File: src/include/cfm_pkg.sv
package cfm_pkg;

	// ****************************************
	// Register map
	// ****************************************
	localparam logic [7:0] CFM_ADDR_IRQ_STATUS = 8'h19;
	localparam logic [7:0] CFM_ADDR_IRQ_MASK = 8'h21;
	localparam logic [7:0] CFM_ADDR_CTRL_ONE = 8'hA8;
	localparam logic [7:0] CFM_ADDR_CTRL_TWO = 8'hA9;
	localparam logic [7:0] CFM_ADDR_DIE_STATUS = 8'hF0;
	localparam logic [7:0] CFM_ADDR_KEY = 8'hF1;

	// ****************************************
	// Field positions
	// ****************************************
	localparam int CFM_BIT_HOT = 15;
	localparam int CFM_BIT_COLD = 14;
	localparam int CFM_BIT_DEFECT = 13;
	localparam int CFM_BIT_TIMEOUT = 12;
	localparam int CFM_BIT_END = 11;
	localparam int CFM_BIT_START = 10;
	localparam int CFM_BIT_FAST_RDY = 9;
	localparam int CFM_BIT_LT_HIGH = 2;
	localparam int CFM_BIT_LT_MID = 1;
	localparam int CFM_BIT_LT_LOW = 0;
	localparam int CFM_BIT_NTC_MON = 3;
	localparam int CFM_BIT_HOT_MON = 2;
	localparam int CFM_BIT_COLD_MON = 1;
	localparam int CFM_BIT_TIME_LSB = 8;
	localparam int CFM_BIT_WARN_PAUSE = 0;
	localparam int CFM_BIT_DIE_WARN = 0;
	localparam int CFM_BIT_DIE_SHUT = 1;

	// ****************************************
	// Reset values
	// ****************************************
	localparam logic [2:0] CFM_RST_MON_EN = 3'h7;
	localparam logic [3:0] CFM_RST_TIME_CODE = 4'hB;
	localparam logic CFM_RST_WARN_PAUSE = 1'b1;
	localparam logic [15:0] CFM_RST_MASK = 16'h0000;

	// ****************************************
	// Timing
	// ****************************************
	localparam int CFM_CLK_HZ = 100_000_000;
	localparam int CFM_SECOND_S = 1;
	localparam int CFM_SECOND_CYCLES = CFM_CLK_HZ * CFM_SECOND_S;
	localparam int CFM_MINUTE_S = 60;
	localparam logic [15:0] CFM_CHECK_MIN_MIN = 16'h001E;
	localparam logic [15:0] CFM_TIMEOUT_BASE_MIN = 16'h003C;
	localparam logic [15:0] CFM_TIMEOUT_STEP_MIN = 16'h001E;
	localparam int CFM_READBACK_UNIT_S = 2048;
	localparam int CFM_READBACK_SHIFT = $clog2(CFM_READBACK_UNIT_S);

	// Charge timeout in seconds for a setting code
	function automatic logic [15:0] cfm_timeout_s(input logic [3:0] code);
		logic [15:0] mins;
		mins = CFM_TIMEOUT_BASE_MIN + 16'(code) * CFM_TIMEOUT_STEP_MIN;
		return 16'(mins * 16'(CFM_MINUTE_S));
	endfunction : cfm_timeout_s

	// Larger of the fixed minimum and a quarter of the timeout
	function automatic logic [15:0] cfm_check_s(input logic [3:0] code);
		logic [15:0] quarter;
		logic [15:0] floor_s;
		quarter = cfm_timeout_s(code) >> 2;
		floor_s = 16'(CFM_CHECK_MIN_MIN * 16'(CFM_MINUTE_S));
		return (quarter > floor_s) ? quarter : floor_s;
	endfunction : cfm_check_s

endpackage : cfm_pkg

File: src/cfm_event_flags.sv
`timescale 1ns/1ps
module cfm_event_flags
	import cfm_pkg::*;
#(
	parameter int WIDTH = 16
)
(
	input wire logic sys_clk,
	input wire logic rst,
	input wire logic [WIDTH-1:0] cond,
	input wire logic clear,
	output logic [WIDTH-1:0] flags
);

	typedef struct packed
	{
		logic [WIDTH-1:0] prev;
		logic [WIDTH-1:0] flags;
	} cfm_flag_state_s;

	cfm_flag_state_s st_q;
	cfm_flag_state_s st_d;

	// ****************************************
	// Edge capture, clear on read
	// ****************************************
	always_comb
	begin
		st_d = st_q;
		st_d.prev = cond;
		if (clear)
		begin
			st_d.flags = '0;
		end
		// New edge beats a coincident clear
		st_d.flags = st_d.flags | (cond & ~st_q.prev);
	end

	always_ff @(posedge sys_clk)
	begin
		if (rst)
		begin
			st_q <= '0;
		end
		else
		begin
			st_q <= st_d;
		end
	end

	assign flags = st_q.flags;

endmodule : cfm_event_flags

File: src/cfm_fault_monitor.sv
`timescale 1ns/1ps
module cfm_fault_monitor
	import cfm_pkg::*;
#(
	parameter int SECOND_CYCLES = CFM_SECOND_CYCLES,
	parameter bit ROM_CONFIG = 1'b0,
	parameter logic [15:0] KEY_VALUE = 16'h5AA5
)
(
	input wire logic sys_clk,
	input wire logic rst,
	input wire logic [7:0] reg_addr,
	input wire logic [15:0] reg_wdata,
	input wire logic reg_wr,
	input wire logic reg_rd,
	output logic [15:0] reg_rdata,
	input wire logic batt_hot_in,
	input wire logic batt_cold_in,
	input wire logic thermistor_missing,
	input wire logic die_warn_in,
	input wire logic die_shutdown_in,
	input wire logic vbatt_lt_high_in,
	input wire logic vbatt_lt_mid_in,
	input wire logic vbatt_lt_low_in,
	input wire logic charge_active,
	input wire logic trickle_mode,
	input wire logic fast_selected,
	input wire logic timer_reload,
	input wire logic charge_end_evt,
	input wire logic charge_started_evt,
	input wire logic fast_ready_evt,
	input wire logic supply_removed,
	input wire logic power_cycle,
	input wire logic usb_suspend,
	output logic charger_irq_summary,
	output logic charge_suspend,
	output logic charge_stop,
	output logic charge_terminate,
	output logic device_shutdown,
	output logic force_trickle,
	output logic charger_restart,
	output logic charge_timeout
);

	localparam int PRE_W = $clog2(SECOND_CYCLES + 1);
	localparam logic [PRE_W-1:0] PRE_LAST = PRE_W'(SECOND_CYCLES - 1);

	typedef enum logic [1:0]
	{
		CFM_DB_IDLE,
		CFM_DB_WAIT,
		CFM_DB_PASSED,
		CFM_DB_FAILED
	} cfm_defect_e;

	typedef struct packed
	{
		logic [7:0] sync1;
		logic [7:0] sync2;
		logic [15:0] mask;
		logic [2:0] mon_en;
		logic [3:0] time_code;
		logic warn_pause_en;
		logic unlocked;
		logic [PRE_W-1:0] prescale;
		logic [15:0] remain_s;
		logic [15:0] elapsed_s;
		cfm_defect_e dstate;
		logic temp_hold;
		logic shut;
		logic restart;
		logic [15:0] rdata;
	} cfm_state_s;

	cfm_state_s st_q;
	cfm_state_s st_d;

	logic hot;
	logic cold;
	logic ntc_missing;
	logic die_warn;
	logic die_shut;
	logic vlt_high;
	logic vlt_mid;
	logic vlt_low;
	logic hot_act;
	logic cold_act;
	logic ntc_act;
	logic warn_pause;
	logic sec_tick;
	logic timed_out;
	logic wr_ctrl_one;
	logic wr_ctrl_two;
	logic rd_status;
	logic rd_die;
	logic [15:0] chg_cond;
	logic [15:0] chg_flags;
	logic [1:0] die_cond;
	logic [1:0] die_flags;

	// ****************************************
	// Synchronised comparator levels
	// ****************************************
	assign hot = st_q.sync2[0];
	assign cold = st_q.sync2[1];
	assign ntc_missing = st_q.sync2[2];
	assign die_warn = st_q.sync2[3];
	assign die_shut = st_q.sync2[4];
	assign vlt_high = st_q.sync2[5];
	assign vlt_mid = st_q.sync2[6];
	assign vlt_low = st_q.sync2[7];

	assign hot_act = hot & st_q.mon_en[CFM_BIT_HOT_MON-1];
	assign cold_act = cold & st_q.mon_en[CFM_BIT_COLD_MON-1];
	assign ntc_act = ntc_missing & st_q.mon_en[CFM_BIT_NTC_MON-1];
	// Fast charge always pauses; trickle only when enabled
	assign warn_pause = die_warn & (~trickle_mode | st_q.warn_pause_en);

	assign sec_tick = (st_q.prescale == PRE_LAST);
	assign timed_out = charge_active & (st_q.remain_s == 16'h0000);

	assign wr_ctrl_one = reg_wr & (reg_addr == CFM_ADDR_CTRL_ONE);
	assign wr_ctrl_two = reg_wr & (reg_addr == CFM_ADDR_CTRL_TWO);
	assign rd_status = reg_rd & (reg_addr == CFM_ADDR_IRQ_STATUS);
	assign rd_die = reg_rd & (reg_addr == CFM_ADDR_DIE_STATUS);

	// ****************************************
	// Event conditions
	// ****************************************
	always_comb
	begin
		chg_cond = 16'h0000;
		chg_cond[CFM_BIT_HOT] = hot_act;
		chg_cond[CFM_BIT_COLD] = cold_act;
		chg_cond[CFM_BIT_DEFECT] = (st_q.dstate == CFM_DB_FAILED);
		chg_cond[CFM_BIT_TIMEOUT] = timed_out;
		chg_cond[CFM_BIT_END] = charge_end_evt;
		chg_cond[CFM_BIT_START] = charge_started_evt;
		chg_cond[CFM_BIT_FAST_RDY] = fast_ready_evt;
		chg_cond[CFM_BIT_LT_HIGH] = vlt_high;
		// A supply-removal pulse makes its own edge
		chg_cond[CFM_BIT_LT_MID] = vlt_mid | supply_removed;
		chg_cond[CFM_BIT_LT_LOW] = vlt_low | supply_removed;
		die_cond = 2'h0;
		die_cond[CFM_BIT_DIE_WARN] = die_warn;
		die_cond[CFM_BIT_DIE_SHUT] = die_shut;
	end

	cfm_event_flags #(.WIDTH(16)) u_chg_flags
	(
		.sys_clk(sys_clk),
		.rst(rst),
		.cond(chg_cond),
		.clear(rd_status),
		.flags(chg_flags)
	);

	cfm_event_flags #(.WIDTH(2)) u_die_flags
	(
		.sys_clk(sys_clk),
		.rst(rst),
		.cond(die_cond),
		.clear(rd_die),
		.flags(die_flags)
	);

	// ****************************************
	// Next state
	// ****************************************
	always_comb
	begin
		st_d = st_q;
		st_d.sync1 = {vbatt_lt_low_in, vbatt_lt_mid_in, vbatt_lt_high_in, die_shutdown_in,
			die_warn_in, thermistor_missing, batt_cold_in, batt_hot_in};
		st_d.sync2 = st_q.sync1;
		st_d.restart = 1'b0;
		st_d.prescale = sec_tick ? '0 : PRE_W'(st_q.prescale + 1'b1);

		if (reg_wr && reg_addr == CFM_ADDR_KEY)
		begin
			st_d.unlocked = (reg_wdata == KEY_VALUE);
		end
		if (reg_wr && reg_addr == CFM_ADDR_IRQ_MASK)
		begin
			st_d.mask = reg_wdata;
		end
		if (wr_ctrl_one && st_q.unlocked && !ROM_CONFIG)
		begin
			st_d.mon_en = reg_wdata[CFM_BIT_NTC_MON:CFM_BIT_COLD_MON];
		end
		if (wr_ctrl_two)
		begin
			st_d.warn_pause_en = reg_wdata[CFM_BIT_WARN_PAUSE];
			if (st_q.unlocked)
			begin
				st_d.time_code = reg_wdata[CFM_BIT_TIME_LSB+3:CFM_BIT_TIME_LSB];
			end
		end

		// Timer halts while suspended so the limit stretches
		if (timer_reload || (wr_ctrl_two && st_q.unlocked))
		begin
			st_d.remain_s = cfm_timeout_s(st_d.time_code);
		end
		else if (charge_active && !charge_suspend && sec_tick && st_q.remain_s != 16'h0000)
		begin
			st_d.remain_s = st_q.remain_s - 16'h0001;
		end

		if (hot_act || cold_act)
		begin
			st_d.temp_hold = 1'b1;
		end
		else if (power_cycle || !charge_active)
		begin
			st_d.temp_hold = 1'b0;
		end
		if (die_shut)
		begin
			st_d.shut = 1'b1;
		end

		case (st_q.dstate)
			CFM_DB_IDLE:
			begin
				st_d.elapsed_s = 16'h0000;
				if (trickle_mode && charge_active)
				begin
					st_d.dstate = CFM_DB_WAIT;
				end
			end
			CFM_DB_WAIT:
			begin
				if (!trickle_mode)
				begin
					st_d.dstate = CFM_DB_IDLE;
				end
				else if (st_q.elapsed_s >= cfm_check_s(st_q.time_code))
				begin
					st_d.dstate = vlt_low ? CFM_DB_FAILED : CFM_DB_PASSED;
				end
				else if (sec_tick && !charge_suspend)
				begin
					st_d.elapsed_s = st_q.elapsed_s + 16'h0001;
				end
			end
			CFM_DB_PASSED:
			begin
				if (!trickle_mode)
				begin
					st_d.dstate = CFM_DB_IDLE;
				end
			end
			CFM_DB_FAILED:
			begin
				if (!vlt_low || power_cycle || usb_suspend)
				begin
					st_d.dstate = CFM_DB_IDLE;
					st_d.restart = 1'b1;
				end
			end
			default:
			begin
				st_d.dstate = CFM_DB_IDLE;
			end
		endcase

		st_d.rdata = 16'h0000;
		if (reg_rd)
		begin
			case (reg_addr)
				CFM_ADDR_IRQ_STATUS: st_d.rdata = chg_flags;
				CFM_ADDR_IRQ_MASK: st_d.rdata = st_q.mask;
				CFM_ADDR_CTRL_ONE: st_d.rdata[CFM_BIT_NTC_MON:CFM_BIT_COLD_MON] = st_q.mon_en;
				CFM_ADDR_CTRL_TWO:
				begin
					st_d.rdata[CFM_BIT_TIME_LSB+3:CFM_BIT_TIME_LSB] =
						4'(st_q.remain_s >> CFM_READBACK_SHIFT);
					st_d.rdata[CFM_BIT_WARN_PAUSE] = st_q.warn_pause_en;
				end
				CFM_ADDR_DIE_STATUS: st_d.rdata[1:0] = die_flags;
				CFM_ADDR_KEY: st_d.rdata[0] = st_q.unlocked;
				default: st_d.rdata = 16'h0000;
			endcase
		end
	end

	always_ff @(posedge sys_clk)
	begin
		if (rst)
		begin
			st_q <= '0;
			st_q.mask <= CFM_RST_MASK;
			st_q.mon_en <= CFM_RST_MON_EN;
			st_q.time_code <= CFM_RST_TIME_CODE;
			st_q.warn_pause_en <= CFM_RST_WARN_PAUSE;
			st_q.remain_s <= cfm_timeout_s(CFM_RST_TIME_CODE);
			st_q.dstate <= CFM_DB_IDLE;
		end
		else
		begin
			st_q <= st_d;
		end
	end

	// ****************************************
	// Outputs
	// ****************************************
	assign reg_rdata = st_q.rdata;
	assign charger_irq_summary = |(chg_flags & ~st_q.mask);
	assign charge_suspend = hot_act | cold_act | ntc_act | warn_pause;
	assign charge_stop = (st_q.dstate == CFM_DB_FAILED) | st_q.shut;
	assign charge_terminate = st_q.shut;
	assign device_shutdown = st_q.shut;
	// Host sees undervoltage flags unfiltered; it must mask them itself
	assign force_trickle = (fast_selected & vlt_low) | st_q.temp_hold;
	assign charger_restart = st_q.restart;
	assign charge_timeout = timed_out;
endmodule : cfm_fault_monitor

File: config.mk
export PLATFORM = sky130hd
export DESIGN_NAME = cfm_fault_monitor
export DESIGN_NICKNAME = d
export VERILOG_FILES = /design/src/include/cfm_pkg.sv /design/src/cfm_event_flags.sv /design/src/cfm_fault_monitor.sv
export SDC_FILE = /design/constraint.sdc
export NUM_CORES = 1
export LEC_CHECK = 0
export ABC_AREA = 0
export BUFFER_PORTS_ARGS = -buffer_cell sky130_fd_sc_hd__buf_4
export CAP_MARGIN = 10
export CORE_MARGIN = 2
export CORE_UTILIZATION = 55
export CTS_CLUSTER_DIAMETER = 30
export DETAILED_ROUTE_END_ITERATION = 10
export GPL_TIMING_DRIVEN = 1
export PLACE_DENSITY = 0.73
export REMOVE_ABC_BUFFERS = 1
export SYNTH_ARGS = -nofsm -noshare
export SYNTH_HDL_FRONTEND = slang
export SYNTH_HIERARCHICAL = 1
export SYNTH_SLANG_ARGS = --single-unit
File: constraint.sdc
create_clock -name sys_clk -period 14.4 [get_ports sys_clk]
set_input_delay 1.44 -clock sys_clk [delete_from_list [all_inputs] [get_ports sys_clk]]
set_output_delay 1.44 -clock sys_clk [all_outputs]
set_load 0.1 [all_outputs]
==> run_results.csv, run 1 <==
group,metric,value,unit
status,status,"complete, no violations",
worst_setup_path,start_kind,"primary input",
placed_design,gp_congestion,0.8827,
clock_tree,cts.root.buffer_cell,"clkbuf_16",
route,antenna_left,0,
cells_and_area,nets_final,1313,
sta,slew_violations,0,
worst_setup_path,critical-path-max-stage-delay,680,ps
cells_and_area,fin_util,0.6285,
route,vias,7643,
sta,maxClockFrequency,0.1148,GHz
worst_setup_path,timing.critical_path.fanout_max,9,
clock_tree,post_cts_resize_count,0,
yosys,async_reset_ff_frac,0,
worst_setup_path,cp_num_cells,25,
global_route,grt_max_degree,95,
pwr,intPower,0.0007638,W
yosys,yosys_warnings,6,
route,wirelength,21220,microns
clock_tree,clock_sinks,157,
clock_tree,tritoncts,"yes",
worst_hold_path,hold_path.class,"reg -> reg",
sta,worstMarginPinSlew,1011,ps
pwr,pwr_per_cell_area,91.64,mW/mm^2
die,floorplan.rows,48,
pwr,total_leakage_power,4.588,nW
route,detail_routed_net_length_per_standard_cell,15.14,microns
cells_and_area,area_growth,11.55,%
cells_and_area,instances_no_fill,1402,
route,vias_per_cell,5.451,
yosys,post_synth_inst_count,1125,
clock_tree,post_cts.repair.setup_buffers,0,
pwr,p_switching,0.0002325,W
worst_setup_path,critPathMostFrequentCell,"fa_1",
yosys,synth-edff-count,0,
pwr,peakVddDrop,0.09294,mV
sta,setup_tns,0,ps
pwr,clock_power_share,0.490,
die,die-height,137.1,microns
worst_setup_path,crit_buf_inv,4,
route,drc,0,
yosys,sequential_element_share_of_the_synthesized_area,0.3225,
global_route,antenna_found_initial,0,
clock_tree,clk-insertion-delay-late,430,ps
cells_and_area,post-route-cell-area,0.01087,sq mm
route,drtPass1Iterations,6,
yosys,combinational_family_with_the_most_area_after_synthesis,"simple AND/OR/NAND/NOR gates",
global_route,grt_pass1_vias,7448,
cells_and_area,num_antenna_cells,0,
sta,clock_skew,8.872,ps
sta,max_slew_margin,0.3257,
yosys,ys_types,75,
yosys,synth_adder_area_share,0.1553,
yosys,synthMuxAreaShare,0.01797,
sta,rsz0062_at_grt,"false",
yosys,synth_top_cells_by_area,"dfxtp_1, ha_1, fa_1, a21oi_1, nand2_1",
die,die-area,0.01880,sq mm
global_route,grt_overflow_total,0,
yosys,synth_top_area_cell,"dfxtp_1",
clock_tree,cts_hold_buf,0,
worst_setup_path,critical-path-slowest-cell,"nor4_4",
pwr,power.total,0.0009963,W
placed_design,placed_cell_count,1370,
clock_tree,clk_pin_slew,60,ps
sta,setup_viol,0,
yosys,synth_flop_cell,"dfxtp_1",
worst_setup_path,endpoint_type_of_the_worst_setup_path,"flop",
sta,report.final.hold_viol_count,0,
worst_setup_path,timing.reg2reg.worst_path_depth,27,
placed_design,dp.final_hpwl,15530,microns
worst_setup_path,worst_ep_arrival_time,9050,ps
yosys,synthesis.area_per_instance,8.663,sq um
worst_setup_path,critPathRequiredTime,14740,ps
die,floorplan.initialDensity,0.5634,
cells_and_area,layout-drive-gt1-share,0.1155,
route,detail_route.iter0.violations,444,
flow_run,cap_violations,0,
pwr,combinationalPowerShare,0.058,
clock_tree,cts_inserted_buffers,17,
die,fp.coreArea,0.01730,sq mm
global_route,track_usage,0.2356,
yosys,post_synth_xor_area_fraction,0.07190,
placed_design,placement.cell_area,0.01023,sq mm
pwr,sw_frac_of_total,0.2334,
die,pin_count,70,
die,die_width,137.1,microns
yosys,synth_top_area_frac,0.3225,
worst_hold_path,timing.hold.worst_path_depth,1,
pwr,power.share.sequential,0.453,
worst_setup_path,critical_path.top_delay_family,"adder cells",
yosys,synth-simple-area-share,0.2297,
yosys,synth_compound_gate_area_share,0.1263,
clock_tree,clock_tree.htree_level_count,4,
yosys,synth-seq-cells,157,
global_route,grt_pass1_wl,35040,microns
clock_tree,cts_max_path_buffers,2,
sta,timing.final.crit_share,0.6049,
worst_setup_path,critPathKind,"in -> reg",
placed_design,portBuffers,69,
sta,final_period_minus_worst_setup_slack,8710,ps
yosys,synthesis.area,0.009746,sq mm
==> routing by layer <==
metal | GRT usage | vias to the layer above | part of all wire
met3 | 0.04889 | 28 | 0.053
met2 | 0.3900 | 162 | 0.47
li1 | - | 3866 | -
met1 | 0.3056 | 3587 | 0.45
met5 | 0 | - | 0
met4 | 0.08018 | 0 | 0.020
==> synth_stat cells, drive strengths merged, types with 17 or more instances <==
master / number
dfxtp: 157
nand2: 99
inv: 95
nor2: 95
a21oi: 78
ha: 73
nand2b: 45
buf: 42
xnor2: 41
xor2: 39
nor2b: 38
fa: 30
nand3: 27
clkbuf: 21
nor3: 21
o21ai: 19
and3: 17
==> stage by stage <==
step           hold WS (ps)  worst slack, ps
6_report              432.6             5690
5_1_grt               461.4             5108
4_1_cts               439.3             5660
3_5_place_dp          426.6             5279
3_3_place_gp          417.1             5496
2_1_floorplan         413.8             6083
==> sequential cells by signal, summed over array words and instances, names as in the netlist <==
signal,flops
charger_restart,1
die_cond,2
st_d,8
charge_terminate,1
ntc_missing,1
u_die_flags/flags,2
reg_rdata,16
u_die_flags/st_q,2
cold,1
chg_cond,1
u_chg_flags/st_q,16
hot,1
st_q,89
u_chg_flags/flags,16
==> cells by family after synthesis <==
| logic type | after synthesis |
|---|---|
| other cells | 1 |
| mux | 17 |
| buf+inv | 158 |
| xor+xnor | 80 |
| flops | 157 |
| simple gates | 420 |
| compound gates | 189 |
| fa+ha+maj | 103 |
==> final cells by class <==
type	instances	area [sq um]
fill	1504	6425
tap	225	281.5
multi-input combinational	821	5904
inverter	95	356.6
clock inverter	14	206.4
sequential	157	3143
clock buffer	18	439.2
timing repair buffer	72	540.5
==> placed cells by master, fill, tap and decap left out, types with 5 or more instances in the layout <==
cell type / Yosys / final
a21o_1: 13 / 13
a21oi_1: 74 / 74
a222oi_1: 6 / 6
a22oi_1: 13 / 13
and2_1: 10 / 10
and3_1: 17 / 17
and4_1: 6 / 6
buf_4: 35 / 72
clkbuf_16: 0 / 17
conb_1: 1 / 12
dfxtp_1: 157 / 157
fa_1: 30 / 30
ha_1: 73 / 73
inv_1: 94 / 94
mux2i_1: 13 / 13
nand2_1: 98 / 98
nand2b_1: 38 / 38
nand3_1: 27 / 27
nand4_1: 9 / 9
nor2_1: 95 / 95
nor2b_1: 38 / 38
nor3_1: 20 / 20
nor4_1: 6 / 6
nor4b_1: 6 / 6
o21a_1: 6 / 6
o21ai_0: 19 / 19
o21bai_1: 5 / 5
o22ai_1: 8 / 8
o31ai_1: 9 / 9
or2_2: 7 / 7
or3_1: 8 / 8
or4_1: 12 / 12
xnor2_1: 41 / 41
xor2_1: 39 / 39
==> power groups by stage <==
stage,logic [W],clock network (W),registers [W]
after global routing,0.0000621,0.000509,0.000452
after global placement,0.0000559,0,0.000460
final,0.0000573,0.000488,0.000451
after CTS,0.0000570,0.000492,0.000451
after floorplan,0.0000289,0,0.000460
after detailed placement,0.0000563,0,0.000460
==> final timing paths <==
path          startpoint          end  slack [ps]
max          reg_addr[1]     st_q[52]        5690
min            st_d[109]  die_cond[1]         430
max reg2reg     st_q[84]     st_q[33]        6100
min reg2reg    st_d[109]  die_cond[1]         430
Note: power is estimated with default switching activity, not from simulation.
==> run 2: changes to the inputs <==
- PLACE_DENSITY: 0.73 -> 0.76
- clock period: 14.4 -> 7.4 ns (I/O delays scaled with it)
==> run_results.csv, run 2 (synthesis results as in run 1) <==
group,metric,value,unit
global_route,antenna_found_initial,1,
worst_setup_path,critPathMostFrequentCell,"fa_1",
placed_design,dp.final_hpwl,16400,microns
sta,setup_viol,3,
sta,final_period_minus_worst_setup_slack,7426,ps
worst_setup_path,critPathKind,"reg -> reg",
sta,rsz0062_at_grt,"true",
die,fp.coreArea,0.01730,sq mm
cells_and_area,largest_register,"st_q",
placed_design,gp_congestion,0.8626,
flow_run,cap_violations,0,
die,die_width,137.1,microns
cells_and_area,nets_final,1380,
worst_setup_path,rrSetupSlack,-30,ps
global_route,grt_pass1_wl,36370,microns
clock_tree,cts_hold_buf,0,
cells_and_area,mostFrequentLayoutCells,"dfxtp_1, buf_4, nand2_1",
die,floorplan.initialDensity,0.5634,
clock_tree,clk-insertion-delay-late,420,ps
route,drtPass1Iterations,5,
route,vias,8009,
clock_tree,cts_inserted_buffers,17,
clock_tree,clock_tree.htree_level_count,4,
route,vias_per_cell,5.452,
worst_setup_path,endpoint_type_of_the_worst_setup_path,"flop",
sta,max_slew_margin,0.3636,
worst_setup_path,timing.critical_path.fanout_max,6,
placed_design,pre_cts_ws,-264.6,ps
sta,setup_tns,-35.32,ps
global_route,track_usage,0.2424,
clock_tree,tritoncts,"yes",
clock_tree,clock_sinks,157,
pwr,total_leakage_power,4.935,nW
cells_and_area,post-route-cell-area,0.01167,sq mm
route,detail_routed_net_length_per_standard_cell,15.12,microns
die,floorplan.rows,48,
status,violations,"setup timing",
global_route,grt_overflow_total,0,
sta,slew_violations,0,
clock_tree,cts_max_path_buffers,2,
route,drc,0,
sta,maxClockFrequency,0.1347,GHz
pwr,power.total,0.001846,W
pwr,peakVddDrop,0.1782,mV
placed_design,placement.cell_area,0.01068,sq mm
cells_and_area,area_growth,19.80,%
route,detail_route.iter0.violations,592,
placed_design,portBuffers,69,
die,pin_count,70,
global_route,grt_max_degree,55,
sta,clock_skew,10.02,ps
cells_and_area,most_frequent_standard_cell_in_the_layout_excluding_fill_and_tap_cells,"dfxtp_1",
worst_hold_path,hold_path.class,"reg -> reg",
sta,final_critical_path_setup_slack,-26.31,ps
die,die-area,0.01880,sq mm
worst_setup_path,critical-path-slowest-cell,"fa_1",
die,die-height,137.1,microns
worst_setup_path,critical-path-max-stage-delay,550,ps
route,antenna_left,0,
global_route,grt_pass1_vias,7808,
worst_hold_path,timing.hold.worst_path_depth,1,
route,wirelength,22210,microns
worst_setup_path,worst_ep_arrival_time,7770,ps
pwr,pwr_per_cell_area,158.1,mW/mm^2
cells_and_area,largest_register_ff_count,89,
worst_setup_path,timing.reg2reg.worst_path_depth,28,
sta,timing.final.crit_share,1.004,
worst_setup_path,start_kind,"flop",
sta,fin_hold_ws,437.7,ps
sta,report.final.hold_viol_count,0,
clock_tree,cts.root.buffer_cell,"clkbuf_16",
cells_and_area,layout-drive-gt1-share,0.1971,
status,status,"finished, violations left",
clock_tree,clk_pin_slew,60,ps
sta,worstMarginPinSlew,951.0,ps
worst_setup_path,critPathRequiredTime,7740,ps
## run 2: stage by stage
stage                 util  instances
floorplan                -       1073
finish              0.6750       1469
detailed placement  0.6175       1429
global route        0.6750       1469
CTS                 0.6654       1466
global placement    0.6175       1429
## run 2: area by class of cell
cell class / count / area (sq um)
Antenna cell: 1 / 2.502
Clock inverter: 9 / 112.6
Fill cell: 1384 / 5622
Inverter: 95 / 356.6
Tap cell: 225 / 281.5
Sequential cell: 157 / 3144
Clock buffer: 22 / 454.2
Timing Repair Buffer: 139 / 1104
Multi-Input combinational cell: 821 / 6220
## run 2: timing repair
| action | in CTS | in global routing |
|---|---|---|
| cloned | 2 | 0 |
| gates resized for setup | 40 | 28 |
| endpoints found under the setup margin | 14 | 16 |
| pin swaps | 21 | 16 |
| setup buffers | 4 | 2 |
## run 2: per-layer routing
layer | vias up | global-route usage | part of all wire
met1 | 3781 | 0.3275 | 0.46
met2 | 207 | 0.3966 | 0.48
met3 | 32 | 0.04667 | 0.047
li1 | 3989 | - | -
met5 | - | 0 | 0
met4 | 0 | 0.06529 | 0.016
## run 2: final timing paths
path                  start       end
setup / recovery   st_q[84]  st_q[34]
hold reg to reg   st_d[105]       hot
setup reg to reg   st_q[84]  st_q[34]
hold / removal    st_d[105]       hot
## run 2: worst max-delay path: cells and delay by family (launching register included)
family | cells | cell delay [ps]
AOI/OAI and AO/OA | 8 | 1710
xor gates and xnor gates | 2 | 300
adders and majority gates | 7 | 3100
buffers and inverters | 7 | 620
DFF | 1 | 330
and+or+nand+nor | 4 | 1250
## run 2: report_power, final
group	internal (W)	total (W)	switching (W)
sequential	0.000864	0.000877	0.0000133
combinational	0.0000503	0.000121	0.0000702
clock	0.000505	0.000848	0.000343
total	0.00142	0.00185	0.000427
==> run 3: changes to the inputs <==
- CORE_ASPECT_RATIO: not set -> 1.25
- CORE_UTILIZATION: 55 -> 44
- PLACE_DENSITY: 0.76 -> 0.63
==> run_results.csv, run 3 (synthesis results as in run 1) <==
group,metric,value,unit
worst_setup_path,critPathKind,"reg -> reg",
sta,maxClockFrequency,0.1342,GHz
worst_setup_path,timing.critical_path.fanout_max,6,
cells_and_area,area_of_combinational_cells_with_multiple_inputs,0.006175,sq mm
die,floorplan.initialDensity,0.4508,
die,die-area,0.02336,sq mm
global_route,grt_overflow_total,0,
pwr,p_switching,0.0004656,W
sta,final_critical_path_setup_slack,-53.59,ps
clock_tree,clk-insertion-delay-late,430,ps
worst_setup_path,start_kind,"flop",
placed_design,gp_congestion,0.8084,
worst_hold_path,holdCritStartpoint,"st_d[111]",
worst_setup_path,regToRegStartpoint,"st_q[82]",
global_route,gr-max-usage-layer,"met2",
pwr,clock_power_share,0.467,
sta,slew_violations,0,
route,detail_routed_net_length_per_standard_cell,14.23,microns
cells_and_area,layout-drive-gt1-share,0.2097,
global_route,met3_track_demand_over_resource,0.02830,
clock_tree,clock_tree.htree_level_count,4,
worst_hold_path,hold_path_end,"st_q[111]",
sta,worstMarginPinSlew,939.8,ps
route,wirelength,21890,microns
clock_tree,cts.root.buffer_cell,"clkbuf_16",
pwr,sw_frac_of_total,0.2493,
worst_setup_path,critPathRequiredTime,7750,ps
flow_run,cap_violations,0,
cells_and_area,most_frequent_standard_cell_in_the_layout_excluding_fill_and_tap_cells,"dfxtp_1",
cells_and_area,area_growth,21.39,%
route,drc,0,
cells_and_area,fill_cells,1962,
pwr,power.total,0.001867,W
route,antenna_left,0,
worst_setup_path,worst_ep_arrival_time,7800,ps
route,drtPass1Iterations,5,
worst_setup_path,timing.reg2reg.worst_path_depth,30,
clock_tree,clk_pin_slew,60,ps
die,fp.coreArea,0.02162,sq mm
global_route,groute.layer.met2.usage,0.3316,
pwr,power.share.sequential,0.469,
sta,timing.final.crit_share,1.007,
worst_hold_path,timing.hold.worst_path_depth,1,
die,pin_count,70,
global_route,antenna_found_initial,0,
cells_and_area,mostFrequentLayoutCells,"dfxtp_1, buf_4, nand2_1",
pwr,intPower,0.001402,W
sta,final_period_minus_worst_setup_slack,7454,ps
cells_and_area,nets_final,1395,
global_route,grt_max_degree,72,
sta,clock_skew,10.69,ps
route,detail_route.iter0.violations,371,
clock_tree,cts_inserted_buffers,17,
worst_setup_path,r2r_end,"st_q[31]",
cells_and_area,largest_register,"st_q",
status,violations,"setup timing",
sta,setup_tns,-229.2,ps
global_route,grt_pass1_vias,7603,
die,die_width,137.1,microns
worst_setup_path,critPathMostFrequentCell,"fa_1",
global_route,track_usage,0.1930,
cells_and_area,regArea,0.003144,sq mm
clock_tree,tritoncts,"yes",
placed_design,portBuffers,69,
worst_hold_path,hold_path.class,"reg -> reg",
sta,setup_viol,6,
pwr,total_leakage_power,5.047,nW
die,floorplan.rows,60,
worst_setup_path,endpoint_type_of_the_worst_setup_path,"flop",
worst_setup_path,critical-path-slowest-cell,"fa_1",
cells_and_area,post-route-cell-area,0.01183,sq mm
global_route,use_met1,0.2493,
pwr,combinationalPowerShare,0.064,
pwr,peakVddDrop,0.2001,mV
worst_setup_path,critical-path-max-stage-delay,550,ps
sta,max_slew_margin,0.3687,
cells_and_area,largest_register_ff_count,89,
clock_tree,cts_max_path_buffers,2,
placed_design,placement.cell_area,0.01084,sq mm
sta,fin_hold_ws,434.2,ps
status,status,"finished, violations left",
clock_tree,clock_sinks,157,
die,die-height,170.4,microns
cells_and_area,num_antenna_cells,0,
worst_setup_path,rrSetupSlack,-50,ps
placed_design,pre_cts_ws,-175.8,ps
global_route,grt_pass1_wl,36210,microns
route,vias,7918,
pwr,pwr_per_cell_area,157.8,mW/mm^2
sta,report.final.hold_viol_count,0,
route,vias_per_cell,5.148,
sta,rsz0062_at_grt,"true",
placed_design,dp.final_hpwl,16410,microns
==> run 3: changes by cell type in the layout (fill, tap and decap cells not counted), moves of 2 or more <==
cell	delta
clkbuf_1	-4
inv_8	+2
xnor2_2	+2
inv_2	+2
buf_4	+14
xnor2_1	-2
ha_1	+3
inv_6	+2
inv_1	-2
clkbuf_16	+2
buf_16	-2
ha_4	-3
==> run 3: metrics by stage <==
stage | std cells | util
6_report | 1538 | 0.5472
5_1_grt | 1538 | 0.5472
4_1_cts | 1529 | 0.5306
3_5_place_dp | 1494 | 0.5016
3_3_place_gp | 1494 | 0.5016
2_1_floorplan | 1073 | -
==> run 3: worst max-delay path, delay by kind of cell (launching register included) <==
kind | cells | cell delay, ps
adder cells (fa/ha/maj) | 7 | 2960
AND/OR/NAND/NOR | 8 | 1600
AO/OA/AOI/OAI | 6 | 1550
buffers and inverters | 9 | 920
flip-flops | 1 | 330
==> run 3: area by class of cell <==
| type | instances | area share |
|---|---|---|
| flip-flops and latches | 157 | 0.2658 |
| inverters | 95 | 0.03014 |
| clock buffers | 19 | 0.03829 |
| repair buffers | 154 | 0.1034 |
| clock inverters | 13 | 0.01089 |
| multi-input cells | 821 | 0.5219 |
| well taps | 279 | 0.02951 |
==> run 3: worst max path at each step <==
| stage | from | endpoint | slack [ps] | cells past startpoint |
|---|---|---|---|---|
| 6_report | st_q[82] | st_q[31] | -50 | 30 |
| 5_1_grt | st_q[82] | st_q[24] | -320 | 32 |
| 4_1_cts | st_q[84] | st_q[29] | 5 | 28 |
| 3_5_place_dp | st_q[82] | st_q[33] | -180 | 29 |
| 3_3_place_gp | st_q[82] | st_q[30] | -2 | 28 |
| 2_1_floorplan | reg_addr[1] | st_q[52] | -220 | 24 |
==> run 3: metal layers <==
metal  routed length, microns  vias up
li1                         -     4033
met3                      745       22
met2                    10770      117
met5                        0        -
met4                      352        0
met1                    10020     3746
==> run 3: timing repair <==
action,4_1_cts,5_1_grt
setup endpoints to repair,14,17
gates cloned,0,2
pin swaps,6,28
resized for setup,7,56
setup buffers,3,7
hold buffers,0,0
==> run 3: power groups by stage <==
stage | clock [W] | combinational, W | sequential (W)
2_1_floorplan | 0 | 0.0000562 | 0.000896
3_3_place_gp | 0 | 0.000113 | 0.000895
3_5_place_dp | 0 | 0.000113 | 0.000895
4_1_cts | 0.000885 | 0.000114 | 0.000876
5_1_grt | 0.000922 | 0.000130 | 0.000878
6_report | 0.000871 | 0.000120 | 0.000876
